## src/lxgc_defs.svh

```systemverilog
// offsets, field positions, reset values and timing for the global control block
`ifndef LXGC_DEFS_SVH
`define LXGC_DEFS_SVH
`define LXGC_ADDR_W 5
`define LXGC_GDC_ADDR 5'h00
`define LXGC_LIC_ADDR 5'h01
`define LXGC_GDC_RST 8'hff
`define LXGC_GDC_SOFT 8'hfe
`define LXGC_LIC_RST 8'hef
`define LXGC_BIT_RESET 0
`define LXGC_BIT_RATE_LO 1
`define LXGC_BIT_AUTO_MAINT 3
`define LXGC_BIT_AUTO_OPS 4
`define LXGC_BIT_FIXED 5
`define LXGC_BIT_ACT_TRIG 6
`define LXGC_BIT_RW 7
`define LXGC_RATE_UNUSED 2'h0
`define LXGC_RATE_LINE 2'h1
`define LXGC_RATE_FREE 2'h2
`define LXGC_RATE_TRI 2'h3
`define LXGC_EOC_ADDR_A 3'h0
`define LXGC_EOC_ADDR_B 3'h7
`define LXGC_SYS_CLK_KHZ 100000
`define LXGC_LINE_CLK_KHZ 10240
`define LXGC_FREE_CLK_KHZ 15360
`define LXGC_NCO_W 24
`define LXGC_FRAME_BITS 16
`endif

```

## src/lxgc_pkg.sv

```systemverilog
// types shared by the global control block
package lxgc_pkg;
   typedef enum logic [1:0] {ACT_IDLE, ACT_START, ACT_WAIT} lxgc_act_t;
endpackage

```

## src/lxgc_port_if.sv

```systemverilog
// carrier between the serial frame engine and the register bank
`timescale 1ns/1ps
interface lxgc_port_if;
   logic sckS;
   logic sdiS;
   logic csNS;
   logic wrStb;
   logic [4:0] addr;
   logic [7:0] wrData;
   logic [7:0] rdData;
   logic sdo;
   logic sdoOe;
   modport port (input sckS, input sdiS, input csNS, input rdData,
      output wrStb, output addr, output wrData, output sdo, output sdoOe);
   modport regs (output sckS, output sdiS, output csNS, output rdData,
      input wrStb, input addr, input wrData, input sdo, input sdoOe);
endinterface

```

## src/lxgc_top.sv

```systemverilog
// global configuration register bank with serial host port
// Functional notes
// RULE1 - writing 0 to reset bit resets, pins unsampled
// RULE2 - soft reset halts transmit, clears filters, defaults
// RULE3 - host writes 1 to leave soft reset
// RULE4 - rate field: 01 line, 10 free, 11 tristate
// RULE5 - auto maintenance on: state machine drives bits
// RULE6 - auto maintenance off: host register drives bits
// RULE7 - auto embedded ops on: manual registers ignored
// RULE8 - embedded ops accept only addresses 000, 111
// RULE9 - activation bit falling starts one attempt
// RULE10 - attempt finished sets activation bit to 1
// RULE11 - serial clock low at reset release: attempt
// RULE12 - host rewrites 0 for each further attempt
// RULE13 - line interface config resets to 0xEF
// RULE14 - two-byte serial frame, device returns data only
// RULE15 - host writes 1 to reserved top bit
`timescale 1ns/1ps
`include "lxgc_defs.svh"
module lxgc_top
(
   input wire logic clk_sys,
   input wire logic sys_rst,
   input wire logic serialClk,
   input wire logic serialDataIn,
   input wire logic serialSelN,
   output logic serialDataOut,
   output logic serialDataOutOe,
   output logic [7:0] lineInterfaceConfig,
   output logic lineTxEnable,
   output logic filterCoefClear,
   output logic dividedClockOutput,
   output logic dividedClockOutputOe,
   input wire logic lineActive,
   input wire logic lineRateTick,
   input wire logic [5:0] maintenanceBitControlReg,
   input wire logic [5:0] fsmMaintBits,
   output logic [5:0] maintBitsOut,
   input wire logic [7:0] embeddedOpsAddressControl,
   input wire logic [7:0] embeddedOpsInfoControl,
   output logic embeddedOpsEngineEnable,
   output logic [7:0] embeddedOpsAddrOut,
   output logic [7:0] embeddedOpsInfoOut,
   input wire logic [2:0] eocRxAddr,
   input wire logic eocRxValid,
   output logic eocRxAccept,
   output logic activationStart,
   input wire logic activationDone
);
   localparam int NW = `LXGC_NCO_W;
   localparam logic [63:0] INC_LINE64 =
      (64'd2 * 64'(`LXGC_LINE_CLK_KHZ) << NW) / 64'(`LXGC_SYS_CLK_KHZ);
   localparam logic [63:0] INC_FREE64 =
      (64'd2 * 64'(`LXGC_FREE_CLK_KHZ) << NW) / 64'(`LXGC_SYS_CLK_KHZ);
   localparam logic [NW-1:0] INC_LINE = INC_LINE64[NW-1:0];
   localparam logic [NW-1:0] INC_FREE = INC_FREE64[NW-1:0];

   lxgc_port_if pif ();

   // pin synchronisers
   logic [2:0] pinMeta_q;
   logic [2:0] pinSync_q;
   logic [2:0] pinRaw;
   assign pinRaw = {serialSelN, serialDataIn, serialClk};
   genvar gi;
   generate
      for (gi = 0; gi < 3; gi++)
      begin : g_sync
         always_ff @(posedge clk_sys)
         begin
            pinMeta_q[gi] <= pinRaw[gi];
            pinSync_q[gi] <= pinMeta_q[gi];
         end
      end
   endgenerate
   assign pif.sckS = pinSync_q[0];
   assign pif.sdiS = pinSync_q[1];
   assign pif.csNS = pinSync_q[2];

   lxgc_serial_port u_port
   (
      .clk_sys(clk_sys),
      .pif(pif)
   );
   assign serialDataOut = pif.sdo;
   assign serialDataOutOe = pif.sdoOe;

   // register bank
   logic [7:0] gdc_q, gdc_d;
   logic [7:0] lic_q, lic_d;
   logic actPrev_q, actPrev_d;
   logic rstPrev_q, rstPrev_d;
   lxgc_pkg::lxgc_act_t act_q, act_d;
   logic softRst;
   logic wrGdc;
   logic wrLic;
   logic actFall;

   assign softRst = ~gdc_q[`LXGC_BIT_RESET];
   assign wrGdc = pif.wrStb && pif.addr == `LXGC_GDC_ADDR;
   assign wrLic = pif.wrStb && pif.addr == `LXGC_LIC_ADDR;
   assign actFall = actPrev_q & ~gdc_q[`LXGC_BIT_ACT_TRIG];
   assign pif.rdData = (pif.addr == `LXGC_GDC_ADDR) ? gdc_q :
      (pif.addr == `LXGC_LIC_ADDR) ? lic_q : 8'h00;

   always_comb
   begin
      gdc_d = gdc_q;
      lic_d = lic_q;
      act_d = act_q;
      actPrev_d = gdc_q[`LXGC_BIT_ACT_TRIG];
      rstPrev_d = 1'b0;
      if (wrGdc)
      begin
         gdc_d = pif.wrData;
         gdc_d[`LXGC_BIT_FIXED] = 1'b1;
      end
      if (wrLic)
      begin
         lic_d = pif.wrData;
      end
      unique case (act_q)
         lxgc_pkg::ACT_IDLE:
         begin
            if (actFall)
            begin
               act_d = lxgc_pkg::ACT_START; // RULE9
            end
         end
         lxgc_pkg::ACT_START:
         begin
            act_d = lxgc_pkg::ACT_WAIT;
         end
         lxgc_pkg::ACT_WAIT:
         begin
            if (activationDone)
            begin
               act_d = lxgc_pkg::ACT_IDLE;
               gdc_d[`LXGC_BIT_ACT_TRIG] = 1'b1; // RULE10
            end
         end
      endcase
      if (rstPrev_q)
      begin
         gdc_d[`LXGC_BIT_ACT_TRIG] = pif.sckS; // RULE11
      end
      if (softRst)
      begin
         // everything but the reset bit held at default, strap not sampled
         gdc_d = {`LXGC_GDC_SOFT | {7'h00, wrGdc & pif.wrData[`LXGC_BIT_RESET]}}; // RULE1 RULE3
         lic_d = `LXGC_LIC_RST; // RULE2
         act_d = lxgc_pkg::ACT_IDLE;
      end
   end

   always_ff @(posedge clk_sys)
   begin
      if (sys_rst)
      begin
         gdc_q <= `LXGC_GDC_RST;
         lic_q <= `LXGC_LIC_RST; // RULE13
         act_q <= lxgc_pkg::ACT_IDLE;
         actPrev_q <= 1'b1;
         rstPrev_q <= 1'b1;
      end
      else
      begin
         gdc_q <= gdc_d;
         lic_q <= lic_d;
         act_q <= act_d;
         actPrev_q <= actPrev_d;
         rstPrev_q <= rstPrev_d;
      end
   end

   assign activationStart = (act_q == lxgc_pkg::ACT_START); // RULE9
   assign lineInterfaceConfig = lic_q;

   // registered control outputs
   logic txEn_q, txEn_d;
   logic coefClr_q, coefClr_d;
   logic [5:0] maint_q, maint_d;
   logic eocEn_q, eocEn_d;
   logic [7:0] eocAddr_q, eocAddr_d;
   logic [7:0] eocInfo_q, eocInfo_d;
   logic eocAcc_q, eocAcc_d;

   always_comb
   begin
      txEn_d = ~softRst; // RULE2
      coefClr_d = softRst; // RULE2
      maint_d = gdc_q[`LXGC_BIT_AUTO_MAINT] ? fsmMaintBits : maintenanceBitControlReg; // RULE5 RULE6
      eocEn_d = gdc_q[`LXGC_BIT_AUTO_OPS]; // RULE7
      eocAddr_d = eocEn_d ? 8'h00 : embeddedOpsAddressControl; // RULE7
      eocInfo_d = eocEn_d ? 8'h00 : embeddedOpsInfoControl; // RULE7
      eocAcc_d = eocEn_d & eocRxValid &
         (eocRxAddr == `LXGC_EOC_ADDR_A || eocRxAddr == `LXGC_EOC_ADDR_B); // RULE8
   end

   always_ff @(posedge clk_sys)
   begin
      if (sys_rst)
      begin
         txEn_q <= 1'b0;
         coefClr_q <= 1'b1;
         maint_q <= 6'h00;
         eocEn_q <= 1'b1;
         eocAddr_q <= 8'h00;
         eocInfo_q <= 8'h00;
         eocAcc_q <= 1'b0;
      end
      else
      begin
         txEn_q <= txEn_d;
         coefClr_q <= coefClr_d;
         maint_q <= maint_d;
         eocEn_q <= eocEn_d;
         eocAddr_q <= eocAddr_d;
         eocInfo_q <= eocInfo_d;
         eocAcc_q <= eocAcc_d;
      end
   end

   assign lineTxEnable = txEn_q;
   assign filterCoefClear = coefClr_q;
   assign maintBitsOut = maint_q;
   assign embeddedOpsEngineEnable = eocEn_q;
   assign embeddedOpsAddrOut = eocAddr_q;
   assign embeddedOpsInfoOut = eocInfo_q;
   assign eocRxAccept = eocAcc_q;

   // output clock synthesis by phase accumulator, or from lineRateTick when rate is line and lineActive
   logic [NW-1:0] acc_q, acc_d;
   logic ck_q, ck_d;
   logic [1:0] rate;
   logic [NW:0] accSum;
   assign rate = gdc_q[`LXGC_BIT_RATE_LO +: 2];

   always_comb
   begin
      accSum = {1'b0, acc_q} + {1'b0, (rate == `LXGC_RATE_FREE) ? INC_FREE : INC_LINE};
      acc_d = accSum[NW-1:0];
      ck_d = ck_q;
      if (rate == `LXGC_RATE_LINE && lineActive)
      begin
         ck_d = ck_q ^ lineRateTick; // RULE4
      end
      else if (rate == `LXGC_RATE_LINE || rate == `LXGC_RATE_FREE)
      begin
         ck_d = ck_q ^ accSum[NW]; // RULE4
      end
   end

   always_ff @(posedge clk_sys)
   begin
      if (sys_rst)
      begin
         acc_q <= '0;
         ck_q <= 1'b0;
      end
      else
      begin
         acc_q <= acc_d;
         ck_q <= ck_d;
      end
   end

   assign dividedClockOutput = ck_q;
   assign dividedClockOutputOe = (rate == `LXGC_RATE_LINE) || (rate == `LXGC_RATE_FREE); // RULE4
endmodule

```

## src/lxgc_serial_port.sv

```systemverilog
// two-byte serial frame engine: command byte then data byte, msb first
`timescale 1ns/1ps
`include "lxgc_defs.svh"
module lxgc_serial_port
(
   input wire logic clk_sys,
   lxgc_port_if.port pif
);
   logic [4:0] cnt_q, cnt_d;
   logic [7:0] shift_q, shift_d;
   logic [7:0] cmd_q, cmd_d;
   logic [7:0] dout_q, dout_d;
   logic sckPrev_q, sckPrev_d;
   logic sdo_q, sdo_d;
   logic wr_q, wr_d;
   logic [7:0] wrData_q, wrData_d;
   logic rise;
   logic fall;

   assign rise = pif.sckS & ~sckPrev_q;
   assign fall = ~pif.sckS & sckPrev_q;

   always_comb
   begin
      cnt_d = cnt_q;
      shift_d = shift_q;
      cmd_d = cmd_q;
      dout_d = dout_q;
      sckPrev_d = pif.sckS;
      sdo_d = sdo_q;
      wr_d = 1'b0;
      wrData_d = wrData_q;
      if (pif.csNS)
      begin
         cnt_d = 5'h00;
      end
      else if (rise && cnt_q < 5'(`LXGC_FRAME_BITS))
      begin
         shift_d = {shift_q[6:0], pif.sdiS};
         cnt_d = cnt_q + 5'h01;
         if (cnt_q == 5'h07)
         begin
            cmd_d = {shift_q[6:0], pif.sdiS};
         end
         if (cnt_q == 5'h0f && !cmd_q[`LXGC_BIT_RW])
         begin
            wr_d = 1'b1;
            wrData_d = {shift_q[6:0], pif.sdiS};
         end
      end
      else if (fall && cnt_q == 5'h08)
      begin
         sdo_d = pif.rdData[7];
         dout_d = {pif.rdData[6:0], 1'b0};
      end
      else if (fall && cnt_q > 5'h08)
      begin
         sdo_d = dout_q[7];
         dout_d = {dout_q[6:0], 1'b0};
      end
   end

   always_ff @(posedge clk_sys)
   begin
      cnt_q <= cnt_d;
      shift_q <= shift_d;
      cmd_q <= cmd_d;
      dout_q <= dout_d;
      sckPrev_q <= sckPrev_d;
      sdo_q <= sdo_d;
      wr_q <= wr_d;
      wrData_q <= wrData_d;
   end

   // frame is one command byte then write data or don't-care; device sends data only
   assign pif.addr = cmd_q[4:0]; // RULE14
   assign pif.wrStb = wr_q; // RULE14
   assign pif.wrData = wrData_q;
   assign pif.sdo = sdo_q;
   assign pif.sdoOe = ~pif.csNS & cmd_q[`LXGC_BIT_RW] & (cnt_q >= 5'h08); // RULE14
endmodule

```

## config.mk

```make
export PLATFORM = sky130hd
export DESIGN_NAME = lxgc_top
export DESIGN_NICKNAME = d
export VERILOG_FILES = /design/src/lxgc_pkg.sv /design/src/lxgc_port_if.sv /design/src/lxgc_top.sv /design/src/lxgc_serial_port.sv
export VERILOG_INCLUDE_DIRS = /design/src
export SDC_FILE = /design/constraint.sdc
export NUM_CORES = 1
export LEC_CHECK = 0
export BUFFER_PORTS_ARGS = -buffer_cell sky130_fd_sc_hd__buf_2
export CORE_ASPECT_RATIO = 0.7
export CORE_MARGIN = 2
export CORE_UTILIZATION = 57
export CTS_CLUSTER_DIAMETER = 100
export DETAILED_ROUTE_END_ITERATION = 12
export GPL_TIMING_DRIVEN = 0
export PLACE_DENSITY = 0.78
export SLEW_MARGIN = 20
export SYNTH_ARGS = -nofsm -noshare
export SYNTH_HDL_FRONTEND = slang
export SYNTH_SLANG_ARGS = --single-unit
export TNS_END_PERCENT = 10
```

## constraint.sdc

```tcl
create_clock -name clk_sys -period 3.3 [get_ports clk_sys]
set_clock_uncertainty 0.15 [all_clocks]
set_input_delay 0.165 -clock clk_sys [delete_from_list [all_inputs] [get_ports clk_sys]]
set_output_delay 0.165 -clock clk_sys [all_outputs]
set_load 0.1 [all_outputs]
```

==> impl_summary.txt <==
----------------------------------------------------
[Routing]
  Post-DRT Antenna Nets ... 0
  Routed wire length per instance ... 17.0 microns
  Total wire length ... 13500 microns
  Ratio of routed vias to standard cells ... 5.77
  First-pass iteration count of the detailed router ... 5
  Starting DRT DRC Count ... 586
  Detailed-route DRC error count ... 0
  Number of vias after detailed routing ... 4555

[Critical path]
  Sort of element at the start of the critical path ... flop
  Worst Path Required ... 3.40 ns
  RR Startpoint ... gdc_q[1]$_SDFFE_PP1N_
  Type of element capturing the critical path ... flop
  Worst reg2reg endpoint ... dividedClockOutput$_SDFFE_PP0P_
  Worst Reg2Reg Path Length in Cells ... 12
  Minimum setup slack among reg-to-reg paths ... 0.09 ns
  Category of the critical setup timing path ... reg2reg
  Data arrival time of the critical path ... 3.31 ns
  Worst-path fanout max ... 13

[Power]
  Sequential Power Share ... 0.445
  Switching power as a share of total power ... 0.322
  Worst IR Drop VDD ... 0.342 mV
  Static leakage ... 2.65 nW
  Areal power density over the cells ... 544 mW/mm^2
  Internal power ... 2.35 mW
  Portion of total power attributed to the clock network ... 0.304
  Reported net switching power ... 1.12 mW
  Portion of total power attributed to combinational logic ... 0.251

[Place]
  Standard cell area after detailed placement ... 0.00566 sq mm
  Dpl hpwl ... 8910 microns
  I/O Buffers ... 78
  Post-Place Cells ... 735
  Setup WS pre-CTS ... -0.159 ns
  Gp weighted congestion ... 0.903

[Layout]
  Ratio of cells with drive above 1 in the final layout ... 0.188
  Area growth from synthesis to final layout ... 24.5%
  Final design area excluding fillers ... 0.00637 sq mm
  Fin cells ... 790
  Most common cell after layout, fill and taps aside ... buf_2
  Filler instances ... 601
  Post-layout nets ... 720
  Share of the core filled with cells in the final layout ... 0.742
  Number of antenna repair diodes ... 0
  Commonest cells after routing, fill and taps aside ... buf_2 (83), dfxtp_1 (82), nand2_1 (48), nor2_1 (44), dlygate4sd3_1 (35)

[Synth]
  Cell area after technology mapping ... 0.00511 sq mm
  Proportion of synthesized chip area in sequential cells ... 0.495
  Per-instance average area after synthesis ... 9.52 sq um
  Synth Register Bits ... 112
  Post-synth ARST share ... 0
  Post-Synthesis Net Count ... 592
  Number of enable flip-flop cells after synthesis ... 29
  Yosys warning count ... 0
  Number of different library cells in the post-synthesis netlist ... 67
  Dominant register cell in the synthesized netlist ... dfxtp_1
  Synthesized netlist cell count ... 537

[Worst hold path]
  Startpoint of the lowest-slack hold path ... lineActive
  Hold path endpoint ... dividedClockOutput$_SDFFE_PP0P_
  Worst hold path cell count ... 4
  Class of the most critical hold timing path ... in2reg

[Die]
  Cell row count ... 28
  Die area ... 0.00976 sq mm
  Initial cell density of the core ... 0.596
  Die height ... 83.3 microns
  Core footprint ... 0.00858 sq mm
  Number of top-level pins ... 79
  Die width ... 117 microns

[CTS]
  Number of buffers created by CTS ... 9
  Total number of H-tree levels ... 3
  Clock input transition at the sequential cells of the worst setup and hold paths ... 0.08 ns
  CTS sink cnt ... 112
  Clk buf depth ... 2
  Clock Tree Root ... clkbuf_16
  TritonCTS clock tree ... done
  Clock latency on the worst-skew pair ... 0.35 ns

[Global routing]
  Via count of the first global-routing pass ... 4303
  Largest net degree at the start of global routing ... 21
  Global-route wire length before repair ... 21400 microns
  Number of antenna violations at the first check in global routing ... 0
  Total global routing track utilization ... 0.283
  GRT Residual Overflow ... 0

[STA]
  Final slew viol count ... 0
  Setup violations, final ... 0
  Worst Tran Pin Value ... 0.774 ns
  Worst slew margin relative to its limit ... 0.481
  Achievable frequency ... 312 MHz
  Time the final worst path needs with I/O delays and setup ... 3.21 ns
  Post-route fraction of the period consumed by the critical path ... 0.972
  Worst path setup slack after routing ... 0.0917 ns
  Number of hold violations in the final report ... 0

[Status]
  Run status ... finished, final reports clean

[Run]
  Max_cap viols ... 0

----------------------------------------------------
[metrics by stage]
| stage | setup TNS [ns] | power [mW] | hold WS (ns) |
|---|---|---|---|
| floorplan | 0 | 2.18 | 0.0427 |
| CTS | 0 | 3.44 | 0.146 |
| finish | 0 | 3.46 | 0.163 |
| global route | -0.0510 | 3.62 | 0.178 |
| global placement | -0.329 | 2.33 | 0.118 |
| detailed placement | -0.647 | 2.36 | 0.119 |
[metal layers]
metal  vias to the layer above  share of wire  global-route usage
li1                       2155              -                   -
met1                      2168           0.45               0.404
met2                       213           0.43               0.412
met3                        19          0.099              0.0905
met4                         0          0.013              0.0759
met5                         -              0                   0
[worst max path at each step]
stage	cells past startpoint	slack, ns	startpoint	to
after floorplan	2	0.31	pif.csNS$_DFF_P_	serialDataOutOe
after global placement	12	-0.14	gdc_q[1]$_SDFFE_PP1N_	acc_q[18]$_SDFF_PP0_
after detailed placement	12	-0.16	gdc_q[1]$_SDFFE_PP1N_	acc_q[18]$_SDFF_PP0_
after CTS	12	0.01	gdc_q[1]$_SDFFE_PP1N_	dividedClockOutput$_SDFFE_PP0P_
after global routing	12	-0.02	gdc_q[1]$_SDFFE_PP1N_	dividedClockOutput$_SDFFE_PP0P_
final	12	0.09	gdc_q[1]$_SDFFE_PP1N_	dividedClockOutput$_SDFFE_PP0P_
[power by group through the flow]
stage                     Combinational [mW]  Clock, mW  Sequential [mW]
final                                  0.868       1.05             1.54
after global routing                   0.941       1.13             1.55
after CTS                              0.830       1.07             1.54
after detailed placement               0.789          0             1.57
after global placement                 0.764          0             1.57
after floorplan                        0.585          0             1.60
[cell families after synthesis]
logic type      share of synthesized area
flops                               0.495
buf+inv                            0.0401
xor+xnor                           0.0391
fa+ha+maj                          0.0367
compound gates                      0.146
simple gates                        0.216
mux                                0.0269
[state kept, by name, indices dropped and copies added (netlist names), 2 cells and up]
signal / count
acc_q: 24
embeddedOpsAddrOut: 8
embeddedOpsInfoOut: 8
lineInterfaceConfig: 8
u_port.pif.wrData: 8
gdc_q: 7
u_port.dout_q: 7
u_port.shift_q: 7
maintBitsOut: 6
u_port.cmd_q: 6
u_port.cnt_q: 5
pinMeta_q: 3
act_q: 2
[cell usage after synthesis, drive strengths merged (3+ instances only)]
cell	n	area (sq um)
buf	7	36.3
nand2b	7	43.8
ha	15	188
clkbuf	24	90.1
o21ai	22	110
o31ai	3	22.5
xnor2	16	140
nor3	10	50.1
o211ai	4	30.0
nand2	48	180
mux2i	7	70.1
o21a	5	37.5
nand3	29	145
a211oi	8	60.1
nand3b	3	22.5
and3b	3	26.3
xor2	6	60.1
a21o	5	37.5
nor2b	16	100
and3	6	37.5
a21oi	22	110
nor2	44	165
inv	21	78.8
nor3b	7	57.6
o22ai	3	18.8
dfxtp	83	1660
edfxtp	29	871
or3	3	18.8
a22oi	9	67.6
nand4	4	25.0
a31oi	6	37.5
mux2	6	67.6
and2	20	125
a211o	3	26.3
[critical path, stage by stage, from the launching register on]
cell	delay, ns
dfxtp_2	0.37
inv_1	0.08
ha_1	0.21
buf_4	0.20
inv_6	0.14
ha_2	0.25
ha_2	0.21
a2bb2oi_1	0.16
nor2_1	0.11
nor4b_2	0.37
o211ai_1	0.24
a32oi_1	0.27
mux2_2	0.35
[area by class of cell]
| cell class | count | area [sq um] | share of cell area |
|---|---|---|---|
| buffer | 31 | 126 | 0.0198 |
| clock buffer | 10 | 229 | 0.0359 |
| clock inverter | 6 | 56.3 | 0.00884 |
| inverter | 21 | 83.8 | 0.0132 |
| multi-input combinational | 373 | 2420 | 0.380 |
| sequential | 112 | 2530 | 0.398 |
| tap | 120 | 150 | 0.0236 |
| timing repair buffer | 117 | 771 | 0.121 |
[what timing repair did]
| item | in CTS | in global routing |
|---|---|---|
| pin swaps | 1 | 6 |
| gates resized for setup | 4 | 7 |
| cloned | 0 | 0 |
| setup buffers | 1 | 3 |
| hold buffers | 35 | 0 |
| endpoints found under the setup margin | 7 | 7 |
| hold endpoints to repair | 28 | 0 |
Note: power is estimated with default switching activity, not from simulation.
